**src/include/ksc_pkg.sv**
```systemverilog
`default_nettype none
package ksc_pkg;
   localparam int NT        = 6;
   localparam int NL        = 2;
   localparam int CLK_HZ    = 200_000_000;
   localparam int TICK_MS   = 10;
   localparam int TICK_CYC  = CLK_HZ / 1000 * TICK_MS;
   localparam int DIV_W     = 21;
   localparam int SCAN_CYC  = 500;
   localparam int SC_W      = 10;
   localparam int TC_W      = 8;
   // release delay, ringing cadences and ring-back delay in ms
   localparam int REL_MS    = 750;
   localparam int RING_MS   = 2000;
   localparam int FAST_MS   = 1000;
   localparam int RB_MS     = 500;
   localparam logic [TC_W-1:0] REL_TICKS = TC_W'(REL_MS / TICK_MS);
   localparam logic [TC_W-1:0] RING_HALF = TC_W'(RING_MS / 2 / TICK_MS);
   localparam logic [TC_W-1:0] FAST_HALF = TC_W'(FAST_MS / 2 / TICK_MS);
   localparam logic [TC_W-1:0] RB_TICKS  = TC_W'(RB_MS / TICK_MS);
   localparam logic [2:0] LAST_TERM = 3'h5;
   localparam logic [SC_W-1:0] SCAN_LAST = SC_W'(SCAN_CYC - 1);
   // button codes from the comparator
   localparam logic [3:0] BTN_NONE  = 4'h0;
   localparam logic [3:0] BTN_EXT1  = 4'h1;
   localparam logic [3:0] BTN_EXT2  = 4'h2;
   localparam logic [3:0] BTN_EXT6  = 4'h6;
   localparam logic [3:0] BTN_LINE1 = 4'h8;
   localparam logic [3:0] BTN_LINE2 = 4'h9;
   localparam logic [3:0] BTN_FAC   = 4'hF;
   // relay pair codes {a,b}
   localparam logic [1:0] RLY_ICM   = 2'h0;
   localparam logic [1:0] RLY_L1    = 2'h1;
   localparam logic [1:0] RLY_RING  = 2'h2;
   localparam logic [1:0] RLY_L2    = 2'h3;
   // serial command stream to the decoders
   localparam int DEC_BITS   = 13;
   localparam int FRAME_BITS = 26;
   localparam int FB_W       = 5;
   localparam int SER_CYC    = 8;
   localparam logic [2:0] SER_LAST = 3'h7;
   localparam logic [2:0] SER_MID  = 3'h4;
   typedef enum logic [2:0] {
      T_IDLE  = 3'b000,
      T_RINGI = 3'b001,
      T_EXCH  = 3'b010,
      T_REL   = 3'b011,
      T_HOLD  = 3'b100,
      T_RBACK = 3'b101
   } ksc_term_t;
endpackage : ksc_pkg
`default_nettype wire

```
**src/design/ksc_call_ctrl.sv**
```systemverilog
`timescale 1ns/100ps
`default_nettype none
module ksc_call_ctrl #(
   parameter int TICK_CYC_P = ksc_pkg::TICK_CYC
) (
   input  wire logic                      clk_sys,
   input  wire logic                      rst,
   input  wire logic [ksc_pkg::NT-1:0]    terminal_loop_detect,
   input  wire logic [ksc_pkg::NL-1:0]    line_ring_detect,
   input  wire logic [ksc_pkg::NL-1:0]    line_loop_detect,
   input  wire logic [3:0]                button_code,
   input  wire logic                      night_service,
   output logic      [2:0]                scan_select,
   output logic      [ksc_pkg::NT-1:0]    relay_select_a,
   output logic      [ksc_pkg::NT-1:0]    relay_select_b,
   output logic      [ksc_pkg::NL-1:0]    line_hold_relay,
   output logic      [2*ksc_pkg::NT-1:0]  line_lamp,
   output logic                           dec_data,
   output logic                           dec_clk,
   output logic                           dec_latch
);
   import ksc_pkg::*;

   typedef struct packed {
      ksc_term_t [NT-1:0]          ts;
      logic [NT-1:0]               tl;
      logic [NT-1:0][TC_W-1:0]     tc;
      logic [NT-1:0][3:0]          pb;
      logic [NT-1:0][NL-1:0]       prog;
      logic [NT-1:0]               dv;
      logic [NT-1:0]               fa;
      logic [NL-1:0]               hold;
      logic [NL-1:0]               relp;
      logic [NL-1:0]               xa;
      logic [NL-1:0][2:0]          hdr;
      logic [NL-1:0][2:0]          xto;
      logic [2:0]                  si;
      logic [SC_W-1:0]             sc;
      logic [DIV_W-1:0]            dc;
      logic                        tick;
      logic [TC_W-1:0]             cad;
      logic [NT-1:0]               ra;
      logic [NT-1:0]               rb;
      logic [2*NT-1:0]             lamp;
   } ksc_state_t;

   ksc_state_t s_reg, s_next;

   // first terminal of a line group, wired to its line when unpowered
   function automatic logic [2:0] first_of(input logic l);
      return l ? 3'h3 : 3'h0;
   endfunction : first_of

   // first terminal of a group: both relays energised is intercom and
   // both released is its own line, so a dead controller leaves it there
   function automatic logic [1:0] first_sense(input logic [1:0] c,
                                              input logic       second);
      logic [1:0] own;
      own = second ? RLY_L2 : RLY_L1;
      if (c == own) begin
         return 2'h0;
      end else if (c == RLY_L2) begin
         return ~own;
      end else begin
         return ~c;
      end
   endfunction : first_sense

   logic [2:0]      t;
   logic            lp;
   logic            scan_en;
   logic            press;
   logic            is_line;
   logic            is_ext;
   logic            bl;
   logic [2:0]      tgt;
   logic            slow;
   logic            fast;
   logic [NL-1:0]   busy;
   logic [NL-1:0]   ring_act;
   logic [NL-1:0]   div_l;
   logic [NL-1:0]   all_l;
   logic [NT-1:0]   free_t;
   logic [NT-1:0]   want_x;
   logic [FRAME_BITS-1:0] frame;

   // scan decode: code belongs to the terminal on scan_select
   assign t       = s_reg.si;
   assign lp      = terminal_loop_detect[t];
   assign scan_en = (s_reg.sc == SCAN_LAST);
   assign press   = scan_en && lp && button_code != BTN_NONE &&
                    s_reg.pb[t] == BTN_NONE;
   assign is_line = button_code == BTN_LINE1 || button_code == BTN_LINE2;
   assign is_ext  = button_code >= BTN_EXT1 && button_code <= BTN_EXT6;
   assign bl      = button_code[0];
   assign tgt     = button_code[2:0] - 3'h1;
   // cadence phases from the tick counter
   assign slow    = s_reg.cad < RING_HALF;
   assign fast    = (s_reg.cad < FAST_HALF) ||
                    (s_reg.cad >= RING_HALF &&
                     s_reg.cad < RING_HALF + FAST_HALF);

   // exchange ringing targets; divert moves a terminal's ringing to
   // terminal 1 (index 0) rather than dropping the call
   always_comb begin
      busy   = s_reg.hold;
      div_l  = '0;
      all_l  = '0;
      want_x = '0;
      for (int i = 0; i < NT; i++) begin
         free_t[i] = s_reg.ts[i] == T_IDLE && !terminal_loop_detect[i];
      end
      for (int l = 0; l < NL; l++) begin
         for (int i = 0; i < NT; i++) begin
            if ((s_reg.ts[i] == T_EXCH || s_reg.ts[i] == T_REL) &&
                s_reg.tl[i] == l[0]) begin
               busy[l] = 1'b1;
            end
            if (s_reg.dv[i] && s_reg.prog[i][l]) begin
               div_l[l] = 1'b1;
            end
         end
         ring_act[l] = line_ring_detect[l] && !busy[l];
         all_l[l] = !free_t[first_of(l[0])];
         for (int i = 0; i < NT; i++) begin
            if (free_t[i] && s_reg.prog[i][l] && !s_reg.dv[i]) begin
               all_l[l] = 1'b0;
            end
         end
      end
      for (int i = 0; i < NT; i++) begin
         for (int l = 0; l < NL; l++) begin
            if (free_t[i] && ring_act[l] &&
                ((s_reg.prog[i][l] && !s_reg.dv[i]) ||
                 (i == 0 && div_l[l]) ||
                 all_l[l])) begin
               want_x[i] = 1'b1;
            end
         end
      end
   end

   // main next-state logic: timers, scan step, relay and lamp images
   always_comb begin
      logic [1:0] code;
      logic       hl;
      code = RLY_ICM;
      hl = 1'b0;
      s_next = s_reg;
      s_next.tick = 1'b0;
      if (s_reg.dc == DIV_W'(TICK_CYC_P - 1)) begin
         s_next.dc = '0;
         s_next.tick = 1'b1;
      end else begin
         s_next.dc = s_reg.dc + 1'b1;
      end
      if (s_reg.tick) begin
         s_next.cad = (s_reg.cad == 2 * RING_HALF - 1) ?
                      '0 : s_reg.cad + 1'b1;
      end
      for (int i = 0; i < NT; i++) begin
         if (s_reg.tick && s_reg.tc[i] != '1 &&
             (s_reg.ts[i] == T_REL || s_reg.ts[i] == T_RBACK)) begin
            s_next.tc[i] = s_reg.tc[i] + 1'b1;
         end
      end
      s_next.sc = scan_en ? '0 : s_reg.sc + 1'b1;
      if (scan_en) begin
         s_next.si = (s_reg.si == LAST_TERM) ? '0 : s_reg.si + 3'h1;
         s_next.pb[t] = lp ? button_code : BTN_NONE;
         // hold drops one scan after the line has been taken over
         for (int l = 0; l < NL; l++) begin
            if (s_reg.relp[l] ||
                (s_reg.hold[l] && !line_loop_detect[l])) begin
               s_next.hold[l] = 1'b0;
               s_next.relp[l] = 1'b0;
               s_next.xa[l]   = 1'b0;
            end
         end
         hl = s_reg.tl[t];
         // loop-detect watch of the scanned terminal
         case (s_reg.ts[t])
            T_RINGI: begin
               if (lp) begin
                  s_next.ts[t] = T_IDLE;
               end
            end
            T_EXCH: begin
               if (!lp) begin
                  s_next.ts[t] = T_REL;
                  s_next.tc[t] = '0;
               end
            end
            T_REL: begin
               if (lp) begin
                  s_next.ts[t] = T_EXCH;
               end else if (s_reg.tc[t] >= REL_TICKS) begin
                  s_next.ts[t] = T_IDLE;
               end
            end
            T_HOLD: begin
               if (!lp) begin
                  if (s_reg.xa[hl] && s_reg.hdr[hl] == t) begin
                     s_next.ts[s_reg.xto[hl]] = T_EXCH;
                     s_next.tl[s_reg.xto[hl]] = hl;
                     s_next.relp[hl] = 1'b1;
                     s_next.ts[t] = T_IDLE;
                  end else if (s_reg.hold[hl] &&
                               line_loop_detect[hl]) begin
                     s_next.ts[t] = T_RBACK;
                     s_next.tc[t] = '0;
                  end else begin
                     s_next.ts[t] = T_IDLE;
                  end
               end
            end
            T_RBACK: begin
               if (lp) begin
                  s_next.ts[t] = T_EXCH;
                  s_next.relp[hl] = 1'b1;
               end else if (!s_reg.hold[hl]) begin
                  s_next.ts[t] = T_IDLE;
               end
            end
            default: begin
            end
         endcase
      end
      // button press of the scanned terminal
      if (press) begin
         if (button_code == BTN_FAC) begin
            s_next.fa[t] = !s_reg.fa[t];
            if (s_reg.fa[t]) begin
               s_next.prog[t] = '0;
            end
         end else if (s_reg.fa[t]) begin
            s_next.fa[t] = 1'b0;
            if (is_line) begin
               s_next.prog[t][bl] = 1'b1;
            end else if (button_code == BTN_EXT1) begin
               s_next.dv[t] = 1'b1;
            end else if (button_code == BTN_EXT2) begin
               s_next.dv[t] = 1'b0;
            end
         end else if (is_line) begin
            if (s_reg.ts[t] == T_EXCH && s_reg.tl[t] == bl &&
                line_loop_detect[bl]) begin
               s_next.hold[bl] = 1'b1;
               s_next.hdr[bl]  = t;
               s_next.ts[t]    = T_HOLD;
            end else if (s_reg.ts[t] == T_HOLD && s_reg.hold[bl] &&
                         s_reg.hdr[bl] == t &&
                         line_loop_detect[bl]) begin
               s_next.ts[t]    = T_EXCH;
               s_next.tl[t]    = bl;
               s_next.relp[bl] = 1'b1;
            end else if (s_reg.xa[bl] && s_reg.xto[bl] == t) begin
               s_next.ts[t]    = T_EXCH;
               s_next.tl[t]    = bl;
               s_next.relp[bl] = 1'b1;
               s_next.ts[s_reg.hdr[bl]] = T_IDLE;
            end else if (s_reg.ts[t] == T_IDLE && !busy[bl]) begin
               s_next.ts[t] = T_EXCH;
               s_next.tl[t] = bl;
            end
         end else if (is_ext && tgt != t) begin
            if (s_reg.ts[t] == T_EXCH && !s_reg.hold[hl] &&
                line_loop_detect[hl]) begin
               s_next.hold[hl] = 1'b1;
               s_next.hdr[hl]  = t;
               s_next.xa[hl]   = 1'b1;
               s_next.xto[hl]  = tgt;
               s_next.ts[t]    = T_HOLD;
            end
            if (s_reg.ts[tgt] == T_IDLE &&
                !terminal_loop_detect[tgt]) begin
               s_next.ts[tgt] = T_RINGI;
            end
         end
      end
      // relay and lamp images, registered
      for (int i = 0; i < NT; i++) begin
         case (s_reg.ts[i])
            T_RINGI: code = slow ? RLY_RING : RLY_ICM;
            T_EXCH, T_REL: code = s_reg.tl[i] ? RLY_L2 : RLY_L1;
            T_RBACK: code = (s_reg.tc[i] >= RB_TICKS && fast) ?
                            RLY_RING : RLY_ICM;
            T_HOLD: code = RLY_ICM;
            default: code = (want_x[i] && slow) ?
                            RLY_RING : RLY_ICM;
         endcase
         // first terminals: released relays put them on their own line
         if (i == 0 || i == 3) begin
            code = night_service ? 2'h0 :
                   first_sense(code, i == 3);
         end
         s_next.ra[i] = code[1];
         s_next.rb[i] = code[0];
         for (int l = 0; l < NL; l++) begin
            if (ring_act[l]) begin
               s_next.lamp[i*2+l] = slow;
            end else if (s_reg.hold[l] && s_reg.hdr[l] == i &&
                         (s_reg.ts[i] == T_HOLD ||
                          s_reg.ts[i] == T_RBACK)) begin
               s_next.lamp[i*2+l] = fast;
            end else begin
               s_next.lamp[i*2+l] = line_loop_detect[l];
            end
         end
      end
   end

   // reset puts every terminal idle with all relays released, so the first terminals sit on their own line
   always_ff @(posedge clk_sys or posedge rst) begin
      if (rst) begin
         s_reg <= '0;
      end else begin
         s_reg <= s_next;
      end
   end

   // one 13-bit command word per decoder: hold, relay pairs, lamps
   always_comb begin
      frame = '0;
      for (int d = 0; d < NL; d++) begin
         frame[d*DEC_BITS+12] = s_reg.hold[d];
         for (int j = 0; j < 3; j++) begin
            frame[d*DEC_BITS+11-2*j] = s_reg.ra[3*d+j];
            frame[d*DEC_BITS+10-2*j] = s_reg.rb[3*d+j];
            frame[d*DEC_BITS+5-2*j]  = s_reg.lamp[(3*d+j)*2];
            frame[d*DEC_BITS+4-2*j]  = s_reg.lamp[(3*d+j)*2+1];
         end
      end
   end

   ksc_ser u_ser (
      .clk_sys   (clk_sys),
      .rst       (rst),
      .frame     (frame),
      .dec_data  (dec_data),
      .dec_clk   (dec_clk),
      .dec_latch (dec_latch)
   );

   assign scan_select     = s_reg.si;
   assign relay_select_a  = s_reg.ra;
   assign relay_select_b  = s_reg.rb;
   assign line_hold_relay = s_reg.hold;
   assign line_lamp       = s_reg.lamp;

   localparam int SCAN_W = 520;
endmodule : ksc_call_ctrl
`default_nettype wire

```
**src/design/ksc_ser.sv**
```systemverilog
`timescale 1ns/100ps
`default_nettype none
module ksc_ser (
   input  wire logic                           clk_sys,
   input  wire logic                           rst,
   input  wire logic [ksc_pkg::FRAME_BITS-1:0] frame,
   output logic                                dec_data,
   output logic                                dec_clk,
   output logic                                dec_latch
);
   import ksc_pkg::*;

   typedef struct packed {
      logic [FRAME_BITS-1:0] sh;
      logic [FB_W-1:0]       bits;
      logic [2:0]            cyc;
      logic                  data;
      logic                  clk;
      logic                  latch;
   } ksc_ser_t;

   ksc_ser_t s_reg, s_next;

   // one bit per SER_CYC cycles, msb first; each bit is set up five cycles
   // before its clock pulse, in the same slot; a latch pulse closes each frame so
   // the decoders never show a half-shifted command word
   always_comb begin
      s_next = s_reg;
      s_next.clk = 1'b0;
      s_next.latch = 1'b0;
      s_next.cyc = s_reg.cyc + 3'h1;
      if (s_reg.cyc == SER_MID && s_reg.bits != '0) begin
         s_next.clk = 1'b1;
      end
      if (s_reg.cyc == SER_LAST) begin
         if (s_reg.bits == '0) begin
            s_next.data = frame[FRAME_BITS-1];
            s_next.sh   = {frame[FRAME_BITS-2:0], 1'b0};
            s_next.bits = FB_W'(FRAME_BITS);
         end else if (s_reg.bits == FB_W'(1)) begin
            s_next.bits  = '0;
            s_next.latch = 1'b1;
         end else begin
            s_next.data = s_reg.sh[FRAME_BITS-1];
            s_next.sh   = {s_reg.sh[FRAME_BITS-2:0], 1'b0};
            s_next.bits = s_reg.bits - 1'b1;
         end
      end
   end

   always_ff @(posedge clk_sys or posedge rst) begin
      if (rst) begin
         s_reg <= '0;
      end else begin
         s_reg <= s_next;
      end
   end

   assign dec_data  = s_reg.data;
   assign dec_clk   = s_reg.clk;
   assign dec_latch = s_reg.latch;
endmodule : ksc_ser
`default_nettype wire

```
**config.mk**
```make
export PLATFORM = sky130hd
export DESIGN_NAME = ksc_call_ctrl
export DESIGN_NICKNAME = d
export VERILOG_FILES = /design/src/include/ksc_pkg.sv /design/src/design/ksc_call_ctrl.sv /design/src/design/ksc_ser.sv
export SDC_FILE = /design/constraint.sdc
export NUM_CORES = 1
export LEC_CHECK = 0
export BUFFER_PORTS_ARGS = -buffer_cell sky130_fd_sc_hd__clkbuf_2
export CORE_MARGIN = 2
export CORE_UTILIZATION = 40
export CTS_CLUSTER_SIZE = 28
export DETAILED_ROUTE_END_ITERATION = 6
export GPL_ROUTABILITY_DRIVEN = 0
export SYNTH_ARGS = -nofsm -noshare
export SYNTH_HDL_FRONTEND = slang
export SYNTH_HIERARCHICAL = 1
export SYNTH_SLANG_ARGS = --single-unit
```
**constraint.sdc**
```tcl
create_clock -name clk_sys -period 7.42 [get_ports clk_sys]
set_input_delay 1.484 -clock clk_sys [delete_from_list [all_inputs] [get_ports clk_sys]]
set_output_delay 1.484 -clock clk_sys [all_outputs]
set_load 0.02 [all_outputs]
```
* Word level (Yosys, flattened, before mapping)
Cells that the tools add are included.
** Word-level totals
- Bits in registers :: 242
- Input port bits :: 17
- Output and inout port bits :: 32
- Logic and storage cells :: 744
** Cells by class
- Add/sub/neg operators :: 13
- Order comparisons :: 27
- Equal/unequal tests :: 73
- Multiplexer cells :: 276
- Bitwise operators :: 50
- Reductions and logical operators :: 257
** Operators with widths (number)
- $mux W18 :: 21
- $logic_and A1 B1 Y1 :: 168
- $mux W24 :: 7
- $mux W48 :: 3
- $mux W1 :: 115
- $mux W96 :: 1
- $pmux W48 S2 :: 1
- $pmux W18 S5 :: 1
- $mux W2 :: 38
- $and A12 B12 Y12 :: 6
- $mux W6 :: 12
- $mux W72 :: 1
- $mux W8 :: 9
- $eq A3 B3 Y1 const B :: 21
- $not A12 Y12 :: 5
- $add A8 B1 Y8 const B :: 7
- $and A18 B18 Y18 :: 3
- $eq A3 B2 Y1 const B :: 18
- $mux W3 :: 17
- $and A48 B48 Y48 :: 1
- $ge A8 B6 Y1 const B :: 6
- $ne A8 B8 Y1 const B :: 6
- $not A48 Y48 :: 1
- $pmux W2 S4 :: 6
- 72 further kinds :: 222

* Depth between registers and ports, before layout
Gate-level depths: netlist (run 1).
- Word-level depth :: 29
- Gate-level depth with buffers :: 14
- Gate-level depth less buffers :: 11

* Hierarchy
The synthesis (run 1) kept the hierarchy.
** Modules (own cells, without submodules)
- ksc_call_ctrl :: times used 1, cells an instance 1626, area an instance 13848.3 um^2, seq. area each 5129.9 um^2
- ksc_ser :: times used 1, cells an instance 134, area an instance 1881.8 um^2, seq. area each 900.9 um^2

* Worst setup path after synthesis (run 1)
OpenSTA, ideal clock, no wires.
- Path kind :: in2reg
- Start point :: input port button_code[0]
- End point :: register s_reg[73] (netlist bit)
- Setup time :: 0.128 ns
- Arrival :: 3.956 ns
- Required time :: 7.292 ns
- Path slack :: 3.337 ns
- Stages :: 12
- Buffers on the path :: 2
- Cell sequence :: buf_4 inv_1 clkbuf_1 ha_1 xnor2_1 xnor2_1 o31a_1 nand3_1 o21ai_2 nand2_1 nor2_1 mux2_1
** On the way
- Elaborated cells on any way between the ends :: 31
- Those cells by class :: add/sub: 1; order compare: 4; eq/ne: 6; mux: 7; bitwise: 1; reduce/logical: 12
** RTL lines
- start: declaration :: line ksc_call_ctrl.sv:11 : input wire logic [3:0] button_code,
- $sub A3 B1 Y3 :: line ksc_call_ctrl.sv:96 : assign tgt = button_code[2:0] - 3'h1;
- named net tgt[0] :: line ksc_call_ctrl.sv:76 : logic [2:0] tgt;
- $ne A3 B3 Y1 :: line ksc_call_ctrl.sv:266 : end else if (is_ext && tgt != t) begin
- $logic_and A1 B1 Y1 :: line ksc_call_ctrl.sv:266
- $reduce_bool A2 Y1 (no source line)
- $reduce_and A6 Y1 (no source line)
- end signal: assignment :: line ksc_call_ctrl.sv:318 : s_reg <= s_next;
- end: declaration :: line ksc_call_ctrl.sv:47 : ksc_state_t s_reg, s_next;
The timed path passes the listed nets, and every way through them passes these cells. The select of a mux whose other input is x is not followed.
A chain may end at the register's enable or synchronous reset.

* Worst setup path in the final report (run 1)
- Start point :: input port button_code[0]
- End point :: register s_reg[73] (netlist bit)
** On the way
- Longest elaborated chain between the ends :: 7
- Elaborated cells on any way between the ends :: 31
- Those cells by class :: add/sub: 1; order compare: 4; eq/ne: 6; mux: 7; bitwise: 1; reduce/logical: 12
** RTL lines
- branches (longest 7 deep; another with $sub A3 B1 Y3)
Several ways; the timed one is not identified. The select of a mux whose other input is x is not followed.

==> run_results.csv, run 1 <==
group,metric,value,unit
place,port_buffers,48,
critical_path,cp-start-kind,"input port",
logic_synthesis,ys_seq_area_frac,0.383,
routing,viasPerCell,6.14,
sta,slew_violations,0,
layout,n_antenna_cell,0,
logic_synthesis,avgSynthCellArea,8.94,um^2
die,die_area,40900,um^2
logic_synthesis,ys_types,108,
power_and_ir_drop,ir_drop,0.000150,V
routing,initialDrtViolationCount,1545,
power_and_ir_drop,p_seq_frac,0.464,
cts,cts_tree,"built",
logic_synthesis,syn_nets,1805,
layout,drive_gt1_frac,0.140,
sta,finalCriticalPeriod,4.96,ns
logic_synthesis,ys_warn_count,6,
logic_synthesis,synth_top_area_cell,"dfrtp_1",
place,dpl.cell_count,2238,
critical_path,crit_fanout,33,
layout,multiInputGateArea,8840,um^2
grt,gr-usage-all-layers,0.249,
logic_synthesis,synth_top_flop_cell,"dfrtp_1",
die,ios,49,
critical_path,crit_chain,"clkbuf_2, inv_1, ha_1, a2111oi_2, nand3_1, nor2_1, nand2_1, nor2_1, mux2_1",
power_and_ir_drop,p_per_area,167,nW/um^2
critical_path,slowest_delay,0.85,ns
layout,area_growth,9.00,%
die,coreArea,38700,um^2
power_and_ir_drop,power.switching,0.675,mW
sta,hold_ws,0.458,ns
sta,hold_viol_final,0,
sta,tightest_slew,1.05,ns
power_and_ir_drop,p_int,2.19,mW
critical_path,cp_common_cell,"nor2_1",
grt,met1_usage,0.344,
layout,regArea,6030,um^2
grt,grt_pass1_wl,79800,um
cts,postCtsHoldBufs,0,
grt,overflow,0,
logic_synthesis,synthCells,1760,
logic_synthesis,synth_top_family_by_area,"simple AND/OR/NAND/NOR gates",
layout,largest_reg_flops,170,
sta,max_freq,201,MHz
logic_synthesis,synth-edff-count,0,
cts,h-tree-depth,1,
layout,nets,1795,
cts,cts_buffer_depth,3,
logic_synthesis,synth.most_common_cell,"dfrtp_1",
critical_path,worstSetupPathType,"in -> reg",
routing,drc_errors,0,
routing,wl_per_cell,22.4,um
routing,first_pass_iters,6,
logic_synthesis,synth-xor-area-share,0.0451,
routing,via_count,14100,
grt,use_met3,0.0609,
sta,relSlewSlack,0.298,
cts,ctsResizeCount,0,
critical_path,arrival,5.41,ns
grt,antenna_found_initial,0,
sta,fin_worst_skew,0.0313,ns
power_and_ir_drop,p_clk_frac,0.496,
die,chipWidth,202,um
place,dp_hpwl,36500,um
logic_synthesis,synth_fa_ha_area_frac,0.0235,
worst_hold_path,hold_class,"reg -> reg",
critical_path,cpMaxStageDelayCell,"nor2_1",
routing,ant_nets,0,
power_and_ir_drop,leakagePower,6.97,nW
grt,grt-busiest-layer,"met2",
routing,wl,51300,um
job,drv_cap,0,
logic_synthesis,synth_simple_gate_area_share,0.211,
logic_synthesis,synth_area,15700,um^2
cts,cts_inserted_buffers,28,
sta,final.period_utilization,0.669,
logic_synthesis,synth-async-reset-ratio,1.00,
cts,clock_latency,0.59,ns
die,initial_utilization,0.406,
cts,ctsRootBufferMaster,"clkbuf_16",
logic_synthesis,synth-seq-cells,241,
power_and_ir_drop,switching_share,0.236,
logic_synthesis,synthTopCellsByArea,"dfrtp_1 (38%), o21ai_0 (4.5%), nor2_1 (4.4%)",
sta,grt_setup_unrepaired,"false",
sta,finalSetupTns,0,ns
critical_path,cp-end-kind,"flip-flop",
logic_synthesis,synth_compound_area_frac,0.201,
grt,grt_max_degree,142,
power_and_ir_drop,combPwrFrac,0.040,
cts,cts_setup_buffers,0,
layout,nFillCells,3802,
critical_path,required,7.87,ns
cts,clkTransAtPathRegs,0.06,ns
grt,grt_use_met2,0.361,
die,fp.dieH,202,um
logic_synthesis,ys_top_cells_by_count,"dfrtp_1 (241), nor2_1 (186), nand2_1 (168), o21ai_0 (143), a21oi_1 (91)",
layout,instances_no_fill,2288,
die,rows,72,
sta,setup_violations,0,
grt,grt_pass1_vias,13400,
logic_synthesis,netlist.area_leader.share,0.383,
logic_synthesis,synthMuxAreaShare,0.0801,
cts,cts.sinks,241,
run_status,outcome,"completed",
## metal layers
metal  routed length (um)  share of wire
met5                   55         0.0011
met4                 3040          0.059
met3                 5440           0.11
met2                21200           0.41
met1                21500           0.42
## final timing paths
kind	from	to	slack (ns)	depth (start not counted)
worst max-delay path	button_code[0]	s_reg[73]	2.46	9
worst min-delay path	u_ser/s_reg[3]	u_ser/s_reg[3]	0.46	1
worst max register to register	scan_select[1]	s_reg[189]	2.46	10
worst min register to register	u_ser/s_reg[3]	u_ser/s_reg[3]	0.46	1
max in group asynchronous	rst	s_reg[70]	4.77	3
min in group asynchronous	rst	u_ser/s_reg[20]	0.95	2
## kinds of logic (layout without fill, tap and decap cells)
family,after synthesis,after routing
AOI/OAI and AO/OA,473,473
buffers and inverters,167,177
muxes,108,108
and+or+nand+nor,660,660
adders and majority gates,30,30
DFF,241,241
xor gates and xnor gates,81,81
## power groups by stage
stage          sequential [mW]  clock, mW  combinational [mW]
5_1_grt                   1.33       1.50               0.127
3_3_place_gp              1.35          0               0.114
3_5_place_dp              1.35          0               0.115
4_1_cts                   1.33       1.45               0.116
6_report                  1.33       1.42               0.115
2_1_floorplan             1.35          0              0.0811
## cells in the final DEF, fill, tap and decap left out, types with 22 or more instances in the layout
cell         n
ha_1        28
buf_4       33
nand2_1    168
xnor2_1     46
inv_1       45
a31oi_1     25
o211ai_1    29
and3_1      22
mux2i_1     42
clkbuf_2    48
mux2_2      43
a21oi_1     91
o21ai_0    143
nor2_1     186
nand3_1     63
nor3_1      27
nand4_1     40
dfrtp_1    238
clkbuf_16   28
xor2_1      35
nor2b_1     37
## cell type report
class	count	share of cell area
clock inverter	11	0.00825
tap	518	0.0378
timing repair buffer	81	0.0285
inverter	46	0.0105
multi-input combinational	1352	0.516
sequential	241	0.352
clock buffer	39	0.0474
## worst max-delay path: cells and delay by family
kind                     cells  cell delay [ns]
AO/OA/AOI/OAI                1             0.48
adder cells (fa/ha/maj)      1             0.40
AND/OR/NAND/NOR              4             1.53
multiplexers                 1             0.35
buffers and inverters        2             1.13
## per-stage QoR
step	setup WS (ns)	utilization	instance area, um^2	power (mW)
3_5_place_dp	2.02	0.418	16200	1.47
4_1_cts	2.58	0.443	17100	2.89
2_1_floorplan	0.340	-	15700	1.43
5_1_grt	2.28	0.443	17100	2.96
3_3_place_gp	2.12	0.418	16200	1.47
6_report	2.46	0.443	17100	2.86
No activity file was read; power rests on OpenSTA's default activity.
==> inputs of run 2 (changes only) <==
==> constraint.sdc (replaced) <==
create_clock -name clk_sys -period 4.1 [get_ports clk_sys]
set_input_delay 0.82 -clock clk_sys [delete_from_list [all_inputs] [get_ports clk_sys]]
set_output_delay 0.82 -clock clk_sys [all_outputs]
set_load 0.02 [all_outputs]
==> run_results.csv, run 2 (synthesized netlist as in run 1, its figures left out) <==
group,metric,value,unit
die,coreArea,38700,um^2
grt,overflow,0,
sta,setup_violations,0,
routing,wl,54500,um
critical_path,cp-start-kind,"flip-flop",
routing,wl_per_cell,23.1,um
grt,grt_max_degree,79,
run_status,outcome,"completed",
routing,via_count,14500,
critical_path,crit_chain,"nor3b_1, a2111oi_0, buf_4, or4b_2, nor2_1, o21ai_0, o21ai_0, nand2_1, o211ai_1",
sta,final.period_utilization,0.890,
power_and_ir_drop,leakagePower,7.31,nW
layout,mostFrequentLayoutCell,"dfrtp_1",
grt,grt_pass1_vias,14000,
job,drv_cap,0,
grt,gr-usage-all-layers,0.266,
cts,cts_inserted_buffers,29,
critical_path,worstSetupPathType,"reg -> reg",
critical_path,crit_start,"s_reg[189]",
critical_path,cp-end-kind,"flip-flop",
cts,cts.sinks,241,
sta,finalSetupTns,0,ns
sta,finalCriticalPeriod,3.65,ns
cts,ctsResizeCount,0,
layout,area_growth,12.6,%
cts,h-tree-depth,1,
die,fp.dieH,202,um
sta,slew_violations,0,
layout,drive_gt1_frac,0.172,
die,ios,49,
die,rows,72,
place,port_buffers,48,
die,chipWidth,202,um
place,dp_hpwl,39800,um
grt,antenna_found_initial,3,
sta,grt_setup_unrepaired,"false",
layout,largest_reg_flops,170,
cts,postCtsHoldBufs,0,
sta,relSlewSlack,0.355,
power_and_ir_drop,p_per_area,304,nW/um^2
routing,drc_errors,0,
routing,viasPerCell,6.17,
cts,cts_setup_buffers,0,
critical_path,rr_startpoint,"s_reg[189]",
cts,clkTransAtPathRegs,0.06,ns
layout,final_cell_mix,"dfrtp_1 (238), nor2_1 (186), nand2_1 (168)",
layout,instances_no_fill,2354,
cts,cts_tree,"built",
critical_path,required,4.58,ns
die,die_area,40900,um^2
worst_hold_path,hold_class,"in -> async",
routing,ant_nets,0,
sta,hold_viol_final,0,
layout,nFillCells,3743,
place,dpl.cell_count,2298,
critical_path,slowest_delay,0.82,ns
routing,first_pass_iters,6,
cts,clock_latency,0.59,ns
critical_path,cp_common_cell,"o21ai_0",
sta,tightest_slew,0.959,ns
critical_path,cpMaxStageDelayCell,"or4b_2",
critical_path,worst-r2r-setup-slack,0.45,ns
grt,grt_pass1_wl,85000,um
sta,fin_worst_skew,0.0263,ns
routing,initialDrtViolationCount,1751,
power_and_ir_drop,ir_drop,0.000233,V
cts,cts_buffer_depth,3,
cts,ctsRootBufferMaster,"clkbuf_16",
critical_path,crit_fanout,12,
sta,max_freq,274,MHz
die,initial_utilization,0.406,
layout,nets,1856,
critical_path,arrival,4.13,ns
[run 2: changes by cell type in the layout (fill, tap and decap cells not counted), sizes merged]
cell      previous run  this run
buf                 33        93
bufinv               2         4
clkbuf              87        80
clkinvlp             3         8
diode                0         2
inv                 46        50
[run 2: through the flow]
stage / power, mW / instance area, um^2 / utilization / setup slack [ns] / hold WS (ns)
floorplan: 2.59 / 15700 / - / 0.622 / 0.418
detailed placement: 2.67 / 16700 / 0.430 / 0.444 / 0.446
global placement: 2.67 / 16700 / 0.430 / 0.504 / 0.433
finish: 5.39 / 17700 / 0.457 / 0.451 / 0.403
CTS: 5.46 / 17700 / 0.457 / 0.570 / 0.408
global route: 5.56 / 17700 / 0.457 / 0.272 / 0.456
[run 2: worst paths after layout]
path / to / cells past startpoint
worst max-delay path: relay_select_a[5] / 9
worst min-delay path: u_ser/s_reg[35] / 2
worst max register to register: relay_select_a[5] / 9
worst min register to register: u_ser/s_reg[3] / 1
max in group asynchronous: s_reg[68] / 3
min in group clk_sys: relay_select_b[0] / 2
[run 2: report_power, final]
group | total, mW | internal [mW] | switching (mW) | leakage (nW)
Sequential | 2.40 | 2.39 | 0.0102 | 2.78
Clock | 2.77 | 1.63 | 1.14 | 0.490
Combinational | 0.222 | 0.0670 | 0.155 | 4.04
[run 2: cell type report]
| type | instances | area, um^2 | share of cell area |
|---|---|---|---|
| Clock inverter | 22 | 268 | 0.0151 |
| Inverter | 46 | 176 | 0.00996 |
| Sequential cell | 241 | 6030 | 0.341 |
| Antenna cell | 2 | 5.00 | 0.000283 |
| Multi-Input combinational cell | 1352 | 8840 | 0.499 |
| Tap cell | 518 | 648 | 0.0366 |
| Clock buffer | 32 | 767 | 0.0433 |
| Timing Repair Buffer | 141 | 976 | 0.0551 |
[run 2: worst max-delay path: cells and delay by family (launching register included)]
kind | cells | cell delay (ns)
AO/OA/AOI/OAI | 4 | 1.03
buffers and inverters | 1 | 0.18
flip-flops | 1 | 0.65
AND/OR/NAND/NOR | 4 | 1.69
[run 2: layer usage]
| metal | global-route usage | wire [um] | share of wire |
|---|---|---|---|
| met1 | 0.361 | 22600 | 0.41 |
| met2 | 0.392 | 22800 | 0.42 |
| met5 | 0 | 11 | 0.00020 |
| met3 | 0.0658 | 5530 | 0.10 |
| met4 | 0.136 | 3540 | 0.065 |
==> inputs of run 3 (changes only) <==
--- a/config.mk
+++ b/config.mk
@@ -7,10 +7,11 @@
 export LEC_CHECK = 0
 export BUFFER_PORTS_ARGS = -buffer_cell sky130_fd_sc_hd__clkbuf_2
 export CORE_MARGIN = 2
-export CORE_UTILIZATION = 40
+export CORE_UTILIZATION = 50
 export CTS_CLUSTER_SIZE = 28
 export DETAILED_ROUTE_END_ITERATION = 6
 export GPL_ROUTABILITY_DRIVEN = 0
+export PLACE_DENSITY = 0.69
 export SYNTH_ARGS = -nofsm -noshare
 export SYNTH_HDL_FRONTEND = slang
 export SYNTH_HIERARCHICAL = 1
==> run_results.csv, run 3 (synthesized netlist as in run 1, its figures left out) <==
group,metric,value,unit
critical_path,path_delay_family,"compound AO/OA/AOI/OAI gates",
cts,clkTransAtPathRegs,0.07,ns
die,coreArea,30700,um^2
layout,final_cell_mix,"dfrtp_1 (238), nor2_1 (186), nand2_1 (168)",
routing,drc_errors,0,
cts,cts_inserted_buffers,28,
die,ios,49,
cts,h-tree-depth,1,
layout,area_growth,11.0,%
layout,nets,1849,
grt,grt_max_degree,77,
sta,fin_worst_skew,0.0151,ns
power_and_ir_drop,switching_share,0.228,
power_and_ir_drop,p_per_area,304,nW/um^2
die,chipWidth,181,um
routing,ant_nets,0,
grt,overflow,0,
cts,postCtsHoldBufs,0,
sta,finalCriticalPeriod,3.68,ns
die,die_area,32900,um^2
critical_path,cp-start-kind,"flip-flop",
sta,hold_viol_final,0,
sta,finalSetupTns,0,ns
power_and_ir_drop,p_seq_frac,0.454,
cts,cts_tree,"built",
worst_hold_path,hold_class,"in -> async",
critical_path,crit_fanout,20,
critical_path,crit_chain,"buf_4, mux2_2, mux4_2, o21ai_0, nand2_1, a211oi_2, nand2_2, a21boi_0, o2bb2ai_1, o21ai_0",
cts,ctsResizeCount,0,
cts,cts.sinks,241,
sta,grt_setup_unrepaired,"false",
critical_path,cpMaxStageDelayCell,"a211oi_2",
power_and_ir_drop,leakagePower,7.26,nW
job,drv_cap,0,
sta,slew_violations,0,
grt,grt_pass1_wl,80100,um
power_and_ir_drop,combPwrFrac,0.041,
critical_path,required,4.57,ns
layout,largest_reg_flops,170,
sta,setup_violations,0,
cts,ctsRootBufferMaster,"clkbuf_16",
grt,antenna_found_initial,1,
die,rows,64,
sta,relSlewSlack,0.437,
grt,gr-usage-all-layers,0.309,
power_and_ir_drop,fin_total_pwr,5.30,mW
place,port_buffers,48,
critical_path,worstSetupPathType,"reg -> reg",
routing,initialDrtViolationCount,1994,
sta,max_freq,272,MHz
routing,viasPerCell,6.51,
layout,mostFrequentLayoutCell,"dfrtp_1",
cts,cts_setup_buffers,0,
layout,drive_gt1_frac,0.166,
critical_path,arrival,4.15,ns
die,fp.dieH,181,um
power_and_ir_drop,power.switching,1.21,mW
critical_path,cp-end-kind,"flip-flop",
routing,wl,50900,um
grt,grt_pass1_vias,13900,
routing,first_pass_iters,7,
power_and_ir_drop,p_int,4.09,mW
power_and_ir_drop,ir_drop,0.000299,V
power_and_ir_drop,p_clk_frac,0.505,
critical_path,slowest_delay,0.71,ns
sta,final.period_utilization,0.897,
routing,wl_per_cell,22.9,um
cts,cts_buffer_depth,3,
die,initial_utilization,0.512,
run_status,outcome,"completed",
routing,via_count,14500,
cts,clock_latency,0.55,ns
sta,tightest_slew,0.843,ns
critical_path,path_buf_inv,1,
layout,n_antenna_cell,0,
place,dp_hpwl,37100,um
critical_path,cp_common_cell,"o21ai_0",
run 3: final timing paths:
check                                     from  depth (start not counted)  slack [ns]              to
worst max-delay path            scan_select[1]                         10        0.42      s_reg[200]
worst min-delay path                       rst                          2        0.38       s_reg[31]
worst max register to register  scan_select[1]                         10        0.42      s_reg[200]
worst min register to register  u_ser/s_reg[3]                          1        0.44  u_ser/s_reg[3]
max in group asynchronous                  rst                          3        2.87       s_reg[67]
min in group clk_sys            u_ser/s_reg[3]                          1        0.44  u_ser/s_reg[3]
run 3: power groups by stage:
stage          logic [mW]  registers [mW]  clock network, mW
6_report            0.219            2.40               2.68
5_1_grt             0.240            2.41               2.81
4_1_cts             0.219            2.40               2.72
3_5_place_dp        0.217            2.45                  0
3_3_place_gp        0.214            2.45                  0
2_1_floorplan       0.147            2.44                  0
run 3: layout make-up:
class                           count  area [um^2]
Fill cell                        2788        13300
Sequential cell                   241         6030
Multi-Input combinational cell   1352         8840
Clock buffer                       37          806
Clock inverter                     14          186
Timing Repair Buffer              135          918
Inverter                           46          176
Tap cell                          396          495
run 3: per-layer routing:
metal / global-route usage / routed length, um / vias to the layer above
li1: - / - / 6490
met5: 0.0133 / 70 / -
met2: 0.447 / 20900 / 923
met3: 0.0927 / 5920 / 274
met4: 0.159 / 3490 / 4
met1: 0.418 / 20500 / 6762
run 3: metrics by stage:
step	hold WS (ns)	setup WS (ns)	util	area (um^2)	cells
after floorplan	0.418	0.622	-	15700	1760
after global placement	0.428	0.614	0.535	16500	2170
after detailed placement	0.439	0.446	0.535	16500	2170
after CTS	0.394	0.611	0.568	17500	2221
after global routing	0.434	0.208	0.568	17500	2221
final	0.375	0.420	0.568	17500	2221
